$ cat src/rtl/ext_irq_pkg.sv
// Package for the external pin interrupt controller: offsets, fields, resets, carriers.
// Assumes a byte-wide register port with a four-bit word address.
package ext_irq_pkg;
  localparam int ADDR_W = 4;
  localparam int DATA_W = 8;
  // Register offsets on the plain register port.
  localparam logic [3:0] OFS_LOW_SENSE  = 4'h0;
  localparam logic [3:0] OFS_L6_SENSE   = 4'h1;
  localparam logic [3:0] OFS_ENABLE     = 4'h2;
  localparam logic [3:0] OFS_FLAGS      = 4'h3;
  localparam logic [3:0] OFS_PC_CTRL    = 4'h4;
  localparam logic [3:0] OFS_PC_FLAG    = 4'h5;
  localparam logic [3:0] OFS_PC_MASK    = 4'h6;
  // Field positions.
  localparam int L6_SENSE_LO_BIT = 4;
  localparam int L6_SENSE_HI_BIT = 5;
  localparam int LINE6_BIT       = 6;
  localparam int CHG_ENABLE_BIT  = 0;
  localparam int CHG_FLAG_BIT    = 0;
  // Values after reset.
  localparam logic [7:0] RST_LOW_SENSE = 8'h00;
  localparam logic [1:0] RST_L6_SENSE  = 2'h0;
  localparam logic [7:0] RST_ENABLE    = 8'h00;
  localparam logic [7:0] RST_PC_MASK   = 8'h00;
  // Sense encodings.
  localparam logic [1:0] SENSE_LOW  = 2'h0;
  localparam logic [1:0] SENSE_ANY  = 2'h1;
  localparam logic [1:0] SENSE_FALL = 2'h2;
  localparam logic [1:0] SENSE_RISE = 2'h3;
  // One bit per vector: line 6, lines 3..0, pin-change group.
  typedef struct packed {
    logic       line6;
    logic [3:0] low;
    logic       chg;
  } irq_vec_t;
  // Register port request.
  typedef struct packed {
    logic        wr;
    logic        rd;
    logic [3:0]  addr;
    logic [7:0]  wdata;
  } reg_req_t;
endpackage

$ cat src/rtl/external_pin_interrupts.sv
// External pin interrupt controller: line 6, lines 3..0 and an eight-pin change group.
// Assumes pins arrive asynchronously and the processor acknowledges each vector it runs.
`timescale 1ns/1ps
module external_pin_interrupts
  import ext_irq_pkg::*;
(
  // Clock and reset.
  input  wire logic             clk,
  input  wire logic             resetn,
  // Register port.
  input  wire reg_req_t         reg_req,
  output logic      [7:0]       rdata_ff,
  // Pins.
  input  wire logic             ext_line6_pin,
  input  wire logic [3:0]       ext_lines_low_pins,
  input  wire logic [7:0]       change_group_pins,
  // Processor side.
  input  wire logic             global_irq_en,
  input  wire logic             io_clk_run,
  input  wire logic             sleep_active,
  input  wire irq_vec_t         vector_ack,
  output irq_vec_t              irq_req_ff
);

  function automatic logic sense_hit(input logic [1:0] mode, input logic prev,
                                     input logic cur);
    case (mode)
      SENSE_ANY:  sense_hit = prev ^ cur;
      SENSE_FALL: sense_hit = prev & ~cur;
      SENSE_RISE: sense_hit = ~prev & cur;
      default:    sense_hit = 1'b0;
    endcase
  endfunction

  // Every pin passes two flip-flops before anything reads it.
  logic       l6_meta_ff, l6_sync_ff, l6_prev_ff;
  logic [3:0] low_meta_ff, low_sync_ff, low_prev_ff;
  logic [7:0] chg_meta_ff, chg_sync_ff, chg_prev_ff;

  always_ff @(posedge clk or negedge resetn)
  begin
    if (!resetn)
    begin
      l6_meta_ff  <= 1'b1;
      l6_sync_ff  <= 1'b1;
      low_meta_ff <= 4'hF;
      low_sync_ff <= 4'hF;
      chg_meta_ff <= 8'h00;
      chg_sync_ff <= 8'h00;
    end
    else
    begin
      l6_meta_ff  <= ext_line6_pin;
      l6_sync_ff  <= l6_meta_ff;
      low_meta_ff <= ext_lines_low_pins;
      low_sync_ff <= low_meta_ff;
      chg_meta_ff <= change_group_pins;
      chg_sync_ff <= chg_meta_ff;
    end
  end

  // Registers.
  logic [7:0] low_sense_ff;
  logic [1:0] l6_sense_ff;
  logic [7:0] enable_ff;
  logic       line6_flag_ff;
  logic [3:0] low_lines_flags_ff;
  logic       change_group_enable_ff;
  logic       change_group_flag_ff;
  logic [7:0] pc_mask_ff;

  logic wr_low_sense, wr_l6_sense, wr_enable, wr_flags;
  logic wr_pc_ctrl, wr_pc_flag, wr_pc_mask;

  always_comb
  begin
    wr_low_sense = 1'b0;
    wr_l6_sense  = 1'b0;
    wr_enable    = 1'b0;
    wr_flags     = 1'b0;
    wr_pc_ctrl   = 1'b0;
    wr_pc_flag   = 1'b0;
    wr_pc_mask   = 1'b0;
    if (reg_req.wr)
    begin
      if (reg_req.addr == OFS_LOW_SENSE)
        wr_low_sense = 1'b1;
      else if (reg_req.addr == OFS_L6_SENSE)
        wr_l6_sense = 1'b1;
      else if (reg_req.addr == OFS_ENABLE)
        wr_enable = 1'b1;
      else if (reg_req.addr == OFS_FLAGS)
        wr_flags = 1'b1;
      else if (reg_req.addr == OFS_PC_CTRL)
        wr_pc_ctrl = 1'b1;
      else if (reg_req.addr == OFS_PC_FLAG)
        wr_pc_flag = 1'b1;
      else if (reg_req.addr == OFS_PC_MASK)
        wr_pc_mask = 1'b1;
    end
  end

  always_ff @(posedge clk or negedge resetn)
  begin
    if (!resetn)
    begin
      low_sense_ff           <= RST_LOW_SENSE;
      l6_sense_ff            <= RST_L6_SENSE;
      enable_ff              <= RST_ENABLE;
      change_group_enable_ff <= 1'b0;
      pc_mask_ff             <= RST_PC_MASK;
    end
    else
    begin
      if (wr_low_sense)
        low_sense_ff <= reg_req.wdata;
      if (wr_l6_sense)
        l6_sense_ff <= reg_req.wdata[L6_SENSE_HI_BIT:L6_SENSE_LO_BIT];
      if (wr_enable)
        enable_ff <= {1'b0, reg_req.wdata[LINE6_BIT], 2'b00, reg_req.wdata[3:0]};
      if (wr_pc_ctrl)
        change_group_enable_ff <= reg_req.wdata[CHG_ENABLE_BIT];
      if (wr_pc_mask)
        pc_mask_ff <= reg_req.wdata;
    end
  end

  // Line 6 sampling only advances while the I/O clock runs; in deep sleep no edge is seen.
  logic l6_edge;
  always_ff @(posedge clk or negedge resetn)
  begin
    if (!resetn)
      l6_prev_ff <= 1'b1;
    else if (io_clk_run)
      l6_prev_ff <= l6_sync_ff;
  end
  assign l6_edge = io_clk_run && sense_hit(l6_sense_ff, l6_prev_ff, l6_sync_ff);

  // A disabled low line has its buffer off in sleep, seen internally as a low level.
  logic [3:0] low_seen;
  logic [3:0] low_edge;
  always_comb
  begin
    for (int i = 0; i < 4; i++)
    begin
      low_seen[i] = (sleep_active && !enable_ff[i]) ? 1'b0 : low_sync_ff[i];
      low_edge[i] = sense_hit(low_sense_ff[2*i+:2], low_prev_ff[i], low_seen[i]);
    end
  end

  always_ff @(posedge clk or negedge resetn)
  begin
    if (!resetn)
    begin
      low_prev_ff <= 4'hF;
      chg_prev_ff <= 8'h00;
    end
    else
    begin
      low_prev_ff <= low_seen;
      chg_prev_ff <= chg_sync_ff;
    end
  end

  // Group changes need no I/O clock gating, so they keep working in sleep.
  logic chg_event;
  assign chg_event = |((chg_sync_ff ^ chg_prev_ff) & pc_mask_ff);

  // Flags: hardware set beats software or handler clear.
  logic       line6_clr;
  logic [3:0] low_clr;
  logic       chg_clr;
  assign line6_clr = (wr_flags && reg_req.wdata[LINE6_BIT]) || vector_ack.line6;
  assign low_clr   = (wr_flags ? reg_req.wdata[3:0] : 4'h0) | vector_ack.low;
  assign chg_clr   = (wr_pc_flag && reg_req.wdata[CHG_FLAG_BIT]) || vector_ack.chg;

  always_ff @(posedge clk or negedge resetn)
  begin
    if (!resetn)
      line6_flag_ff <= 1'b0;
    else if (l6_sense_ff == SENSE_LOW)
      line6_flag_ff <= 1'b0;
    else if (l6_edge)
      line6_flag_ff <= 1'b1;
    else if (line6_clr)
      line6_flag_ff <= 1'b0;
  end

  always_ff @(posedge clk or negedge resetn)
  begin
    if (!resetn)
      low_lines_flags_ff <= 4'h0;
    else
    begin
      for (int i = 0; i < 4; i++)
      begin
        if (low_sense_ff[2*i+:2] == SENSE_LOW)
          low_lines_flags_ff[i] <= 1'b0;
        else if (low_edge[i])
          low_lines_flags_ff[i] <= 1'b1;
        else if (low_clr[i])
          low_lines_flags_ff[i] <= 1'b0;
      end
    end
  end

  always_ff @(posedge clk or negedge resetn)
  begin
    if (!resetn)
      change_group_flag_ff <= 1'b0;
    else if (chg_event)
      change_group_flag_ff <= 1'b1;
    else if (chg_clr)
      change_group_flag_ff <= 1'b0;
  end

  // Requests. Pin direction is not looked at, so a driven output still interrupts.
  irq_vec_t nxt_irq_req;
  always_comb
  begin
    nxt_irq_req.line6 = global_irq_en && enable_ff[LINE6_BIT] &&
                        ((l6_sense_ff == SENSE_LOW) ? !l6_sync_ff : line6_flag_ff);
    for (int i = 0; i < 4; i++)
      nxt_irq_req.low[i] = global_irq_en && enable_ff[i] &&
                           ((low_sense_ff[2*i+:2] == SENSE_LOW) ? !low_seen[i]
                                                               : low_lines_flags_ff[i]);
    nxt_irq_req.chg = global_irq_en && change_group_enable_ff && change_group_flag_ff;
  end

  always_ff @(posedge clk or negedge resetn)
  begin
    if (!resetn)
      irq_req_ff <= '0;
    else
      irq_req_ff <= nxt_irq_req;
  end

  // Read data stands only in the cycle after the read strobe.
  logic [7:0] rd_val;
  always_comb
  begin
    rd_val = 8'h00;
    if (reg_req.addr == OFS_LOW_SENSE)
      rd_val = low_sense_ff;
    else if (reg_req.addr == OFS_L6_SENSE)
      rd_val = {2'b00, l6_sense_ff, 4'h0};
    else if (reg_req.addr == OFS_ENABLE)
      rd_val = enable_ff;
    else if (reg_req.addr == OFS_FLAGS)
      rd_val = {1'b0, line6_flag_ff, 2'b00, low_lines_flags_ff};
    else if (reg_req.addr == OFS_PC_CTRL)
      rd_val = {7'h00, change_group_enable_ff};
    else if (reg_req.addr == OFS_PC_FLAG)
      rd_val = {7'h00, change_group_flag_ff};
    else if (reg_req.addr == OFS_PC_MASK)
      rd_val = pc_mask_ff;
  end

  always_ff @(posedge clk or negedge resetn)
  begin
    if (!resetn)
      rdata_ff <= 8'h00;
    else
      rdata_ff <= reg_req.rd ? rd_val : 8'h00;
  end
endmodule // external_pin_interrupts

$ cat config.mk
export PLATFORM = sky130hd
export DESIGN_NAME = external_pin_interrupts
export DESIGN_NICKNAME = d
export VERILOG_FILES = /design/src/rtl/ext_irq_pkg.sv /design/src/rtl/external_pin_interrupts.sv
export SDC_FILE = /design/constraint.sdc
export NUM_CORES = 1
export LEC_CHECK = 0
export BUFFER_PORTS_ARGS = -buffer_cell sky130_fd_sc_hd__buf_4
export CORE_MARGIN = 2
export CORE_UTILIZATION = 30
export CTS_CLUSTER_DIAMETER = 60
export DETAILED_ROUTE_END_ITERATION = 7
export SETUP_SLACK_MARGIN = 0.1
export SKIP_CTS_REPAIR_TIMING = 1
export SLEW_MARGIN = 20
export SYNTH_ARGS = -nofsm -noshare
export SYNTH_HDL_FRONTEND = slang
export SYNTH_SLANG_ARGS = --single-unit
$ cat constraint.sdc
create_clock -name clk -period 2.3 [get_ports clk]
set_clock_uncertainty 0.05 [all_clocks]
set_input_delay 0.46 -clock clk [delete_from_list [all_inputs] [get_ports clk]]
set_output_delay 0.46 -clock clk [all_outputs]
set_load 0.02 [all_outputs]
# After elaboration in Yosys (flattened, before gate mapping)
# Index checks and enable logic that the tools add are counted.
# totals
reg_bits	83
in_bits	38
output_inout_bits	14
# classes
n_eq_ne	21
n_mux	75
n_bitwise	28
n_reduce_logical	43
# op_table
operator	count
$mux 8	8
$mux 1	61
$eq 2x2->1 const B	10
$logic_and 1x1->1	19
$pmux 1 s3	5
$reduce_bool 3->1	5
$eq 4x3->1 const B	3
$and 1x1->1	10
$eq 2x1->1 const B	5
$logic_not 2->1	5
$not 1->1	10
$logic_not 1->1	9
$and 8x8->8	1
$eq 4x2->1 const B	2
$reduce_or 8->1	1
$xor 8x8->8	1
$xor 1x1->1	5
$eq 4x1->1 const B	1
$logic_not 4->1	1
$mux 4	1
$or 4x4->4	1
$logic_or 1x1->1	2
$reduce_bool 2->1	1

# Logic depth before layout (Yosys ltp)
# depth
word_depth	12
ltp_mapped	8
mapped_depth_nobuf	8

# Least setup slack after synthesis
# No wires, ideal clock.
# synth_path
path_type	input to register
startpoint	input port sleep_active
endpoint	register low_lines_flags_ff[0]
arrival_ns	1.505
t_required_ns	2.124
path_slack_ns	0.619
path_stages	6
n_path_buf	0
cell_sequence	inv_1 -> o21ai_0 -> inv_1 -> ha_1 -> mux2_2 -> a221o_1
# synth_via
elab_chain_cells	7
word_cells_on_any_way	10
cone_classes	mux (4); bitwise (4); reduce/logical (2)
# synth_rtl
item	line_no	rtl
start: declaration	external_pin_interrupts.sv:20	input wire logic sleep_active,
$logic_and 1x1->1 *	external_pin_interrupts.sv:146	low_seen[i] = (sleep_active && !enable_ff[i]) ? 1'b0 : low_sync_ff[i];
$mux 1 *	external_pin_interrupts.sv:146	
net low_seen[0]	external_pin_interrupts.sv:140	logic [3:0] low_seen;
$not 1->1	external_pin_interrupts.sv:29	SENSE_FALL: sense_hit = prev & ~cur;
$and 1x1->1	external_pin_interrupts.sv:29	
$pmux 1 s3 *	external_pin_interrupts.sv:27	case (mode)
$mux 1	external_pin_interrupts.sv:199	else if (low_edge[i])
$mux 1	external_pin_interrupts.sv:197	if (low_sense_ff[2*i+:2] == SENSE_LOW)
end signal: indexed assignment	external_pin_interrupts.sv:198	low_lines_flags_ff[i] <= 1'b0;
end signal: indexed assignment	external_pin_interrupts.sv:200	low_lines_flags_ff[i] <= 1'b1;
end signal: indexed assignment	external_pin_interrupts.sv:202	low_lines_flags_ff[i] <= 1'b0;
end: declaration	external_pin_interrupts.sv:67	logic [3:0] low_lines_flags_ff;
# Mark *: on every way through the listed nets, which the timed path passes. The rest lies on a longest branch.
# A chain may end at the register's enable or synchronous reset.

# Worst setup path in the final report
# layout_path
startpoint	register enable_ff[3]
endpoint	register low_lines_flags_ff[3]
# layout_via
elab_chain_cells	8
word_cells_on_any_way	11
cone_classes	mux (4); bitwise (4); reduce/logical (3)
# layout_rtl
item	line_no	rtl
start: declaration	external_pin_interrupts.sv:65	logic [7:0] enable_ff;
start signal: assignment	external_pin_interrupts.sv:120	enable_ff <= {1'b0, reg_req.wdata[LINE6_BIT], 2'b00, reg_req.wdata[3:0]};
$logic_not 1->1 *	external_pin_interrupts.sv:146	
$logic_and 1x1->1 *	external_pin_interrupts.sv:146	
$mux 1 *	external_pin_interrupts.sv:146	
net low_seen[3]	external_pin_interrupts.sv:140	
$not 1->1	external_pin_interrupts.sv:29	
$and 1x1->1	external_pin_interrupts.sv:29	
$pmux 1 s3 *	external_pin_interrupts.sv:27	
$mux 1	external_pin_interrupts.sv:199	
$mux 1	external_pin_interrupts.sv:197	
# Marks and branches as above.

==> flow_summary_export.csv <==
group,metric,value,unit
clocking,insertion_delay,340,ps
worst_setup_path,cp-end-kind,"flop",
global_routing,grt_max_degree,50,
logic_synthesis,syn-cell-area,3470,µm²
power_and_ir_drop,pwr-share-comb,0.146,
logic_synthesis,ys_types,46,
detailed_routing,routed-via-count,2205,
power_and_ir_drop,vdd_drop_max,0.341,mV
logic_synthesis,synthTopCellsByCount,"68 x dfrtp_1, 19 x mux2_2, 18 x inv_1, 15 x dfstp_2, 15 x nor2_1",
global_routing,grt_pass1_wl,12100,µm
timing,finalSetupViolCount,0,
worst_setup_path,worstPathArrival,1870,ps
clocking,cts_buffers,9,
final_layout,syn_to_final_growth,24.1,%
global_routing,grt_util_all_layers,0.125,
worst_setup_path,worstPathRequired,2480,ps
floorplan,num_rows,39,
timing,worst_pin_slew,453,ps
timing,fin_crit,1690,ps
power_and_ir_drop,intPower,2.72,mW
clocking,clk_pin_slew,70,ps
timing,max_clock_freq,591,MHz
floorplan,core,11400,µm²
place,dpl.hpwl,5310,µm
timing,timing.hold.ws,12.1,ps
logic_synthesis,ys.flop_type,"dfrtp_1",
final_layout,final_cells,472,
final_layout,drive_above_1_share,0.337,
logic_synthesis,synth-seq-cells,83,
logic_synthesis,synthesis.instances,268,
final_layout,fin_nets,372,
min_path,worstHoldPathType,"input pin to asynchronous set/reset pin",
floorplan,fp.dieW,111,µm
worst_setup_path,worstSetupPathType,"flop to flop",
global_routing,antenna_found_initial,0,
timing,hold_viol,0,
power_and_ir_drop,p_leak,1.97,nW
power_and_ir_drop,power_frac_seq,0.478,
timing,relSlewSlack,0.690,
worst_setup_path,r2r_slack,610,ps
worst_setup_path,worstPathMaxFanout,4,
clocking,cts_tree,"yes",
logic_synthesis,syn_area_per_cell,12.9,µm²
detailed_routing,firstDrtPassIters,4,
clocking,cts_root_buffer,"clkbuf_16",
floorplan,start_util,0.305,
detailed_routing,totalWireLength,7210,µm
detailed_routing,ant_nets,0,
logic_synthesis,yosys_warnings,0,
global_routing,grt_pass1_vias,2354,
floorplan,die_area,12400,µm²
power_and_ir_drop,p_per_area,889,nW/µm²
power_and_ir_drop,p_clk_frac,0.376,
final_layout,fillers,1102,
power_and_ir_drop,swShare,0.290,
final_layout,multi_input_area,1250,µm²
floorplan,die_y,111,µm
final_layout,final_util,0.378,
clocking,cts-htree-levels,3,
timing,post-route-period-util,0.736,
detailed_routing,via_per_inst,4.67,
power_and_ir_drop,power,3.82,mW
floorplan,io_pins,52,
detailed_routing,drtIter0Drc,55,
status,status,"completed",
worst_setup_path,worst-path-buf-inv,1,
place,gp_congestion,0.830,
logic_synthesis,synth_area_leader_cell,"dfrtp_1",
timing,slew_viol_final,0,
logic_synthesis,synthArstFlopShare,1.00,
power_and_ir_drop,p_sw,1.11,mW
detailed_routing,drc,0,
clocking,cts.sinks,83,
logic_synthesis,synth-edff-count,0,
logic_synthesis,synth-seq-area-share,0.605,
worst_setup_path,path_cells,"o21ai_0, inv_1, ha_1, nor2_1, a21oi_1, a21oi_1, or2_1",
logic_synthesis,yosysMostFrequentCell,"dfrtp_1",
place,port_buffers,51,
worst_setup_path,cpMaxStageDelayCell,"dfrtp_1",
worst_setup_path,critPathMaxStageDelay,420,ps
worst_setup_path,crit_path_start_kind,"flop",
final_layout,n_antenna_cell,0,
worst_setup_path,critPathTopFamily,"compound AO/OA/AOI/OAI gates",
flow_run,maxCapViolCount,0,
timing,fin_setup_tns,0,ps
detailed_routing,wl_per_cell,15.3,µm
logic_synthesis,synth.area.top_cells,"dfrtp_1 49%, dfstp_2 11%, mux2_2 6.2%",
logic_synthesis,synth_top_area_share,0.491,
clocking,cts_max_path_buffers,2,
place,dp.cells,456,
logic_synthesis,synthesis.nets,316,
timing,rsz0062_at_grt,"no",
final_layout,regArea,2100,µm²
worst_setup_path,cpMostUsedCell,"a21oi_1",
global_routing,grt-ovfl-total,0,
-- through the flow --
stage / instance area, µm² / setup WS (ps)
floorplan: 3470 / 619
global placement: 4000 / 440
detailed placement: 4000 / 398
CTS: 4300 / 609
global route: 4300 / 471
finish: 4300 / 608
-- metal layers --
metal  routed length, µm  up-vias  global-route usage
met4                  79        0              0.0486
met2                3570       47               0.202
met5                   0        -                   0
met3                 310        5              0.0386
li1                    -     1061                   -
met1                3250     1092               0.159
-- flip-flops by register name (all words and copies together) (netlist names), 2 cells and up --
signal              count
chg_meta_ff             8
chg_prev_ff             8
chg_sync_ff             8
low_sense_ff            8
pc_mask_ff              8
rdata_ff                8
irq_req_ff              6
enable_ff               5
low_lines_flags_ff      4
low_meta_ff             4
low_prev_ff             4
low_sync_ff             4
l6_sense_ff             2
-- power by group through the flow --
stage / Sequential (mW) / Clock [mW] / Combinational (mW)
floorplan: 1.82 / 0 / 0.349
global placement: 1.85 / 0 / 0.549
detailed placement: 1.85 / 0 / 0.568
CTS: 1.83 / 1.48 / 0.569
global route: 1.86 / 1.54 / 0.628
finish: 1.83 / 1.44 / 0.560
-- cell families after synthesis --
group           after synthesis  synth area share
flops                        83             0.605
simple gates                 64             0.101
compound gates               45             0.100
mux                          33             0.105
buf+inv                      25            0.0332
fa+ha+maj                    10            0.0361
xor+xnor                      8            0.0202
-- worst paths after layout --
check,end,cells past startpoint,startpoint
worst max-delay path,low_lines_flags_ff[3],7,enable_ff[3]
worst min-delay path,chg_meta_ff[6],1,resetn
worst max register to register,low_lines_flags_ff[3],7,enable_ff[3]
worst min register to register,chg_sync_ff[5],0,chg_meta_ff[5]
max in group asynchronous,low_prev_ff[0],2,resetn
min in group clk,chg_meta_ff[5],1,change_group_pins[5]
-- final cells by class --
cell class	instances	area share
Clock inverter	7	0.0177
Tap cell	143	0.0416
Sequential cell	83	0.487
Timing Repair Buffer	52	0.0937
Inverter	18	0.0157
Clock buffer	9	0.0524
Multi-Input combinational cell	160	0.292
-- worst register-to-register path, delay by kind of cell, from the launching register on --
family	cells	cell delay, ps
AO/OA/AOI/OAI	3	470
adder cells (fa/ha/maj)	1	290
buffers and inverters	1	110
flip-flops	1	420
AND/OR/NAND/NOR	2	250
-- placed cells by master, fill, tap and decap left out, types with 6 or more instances in the layout --
cell	synthesis	routed
a21oi_1	7	7
buf_4	3	51
clkbuf_16	0	9
dfrtp_1	68	68
dfstp_2	15	15
ha_1	10	10
inv_1	18	18
mux2_1	7	7
mux2_2	19	19
mux2i_1	7	7
nand2_1	13	13
nand3_1	6	6
nor2_1	15	15
nor2b_1	9	9
o21ai_0	13	13
xor2_1	8	8
No activity file was read; power rests on OpenSTA's default activity.
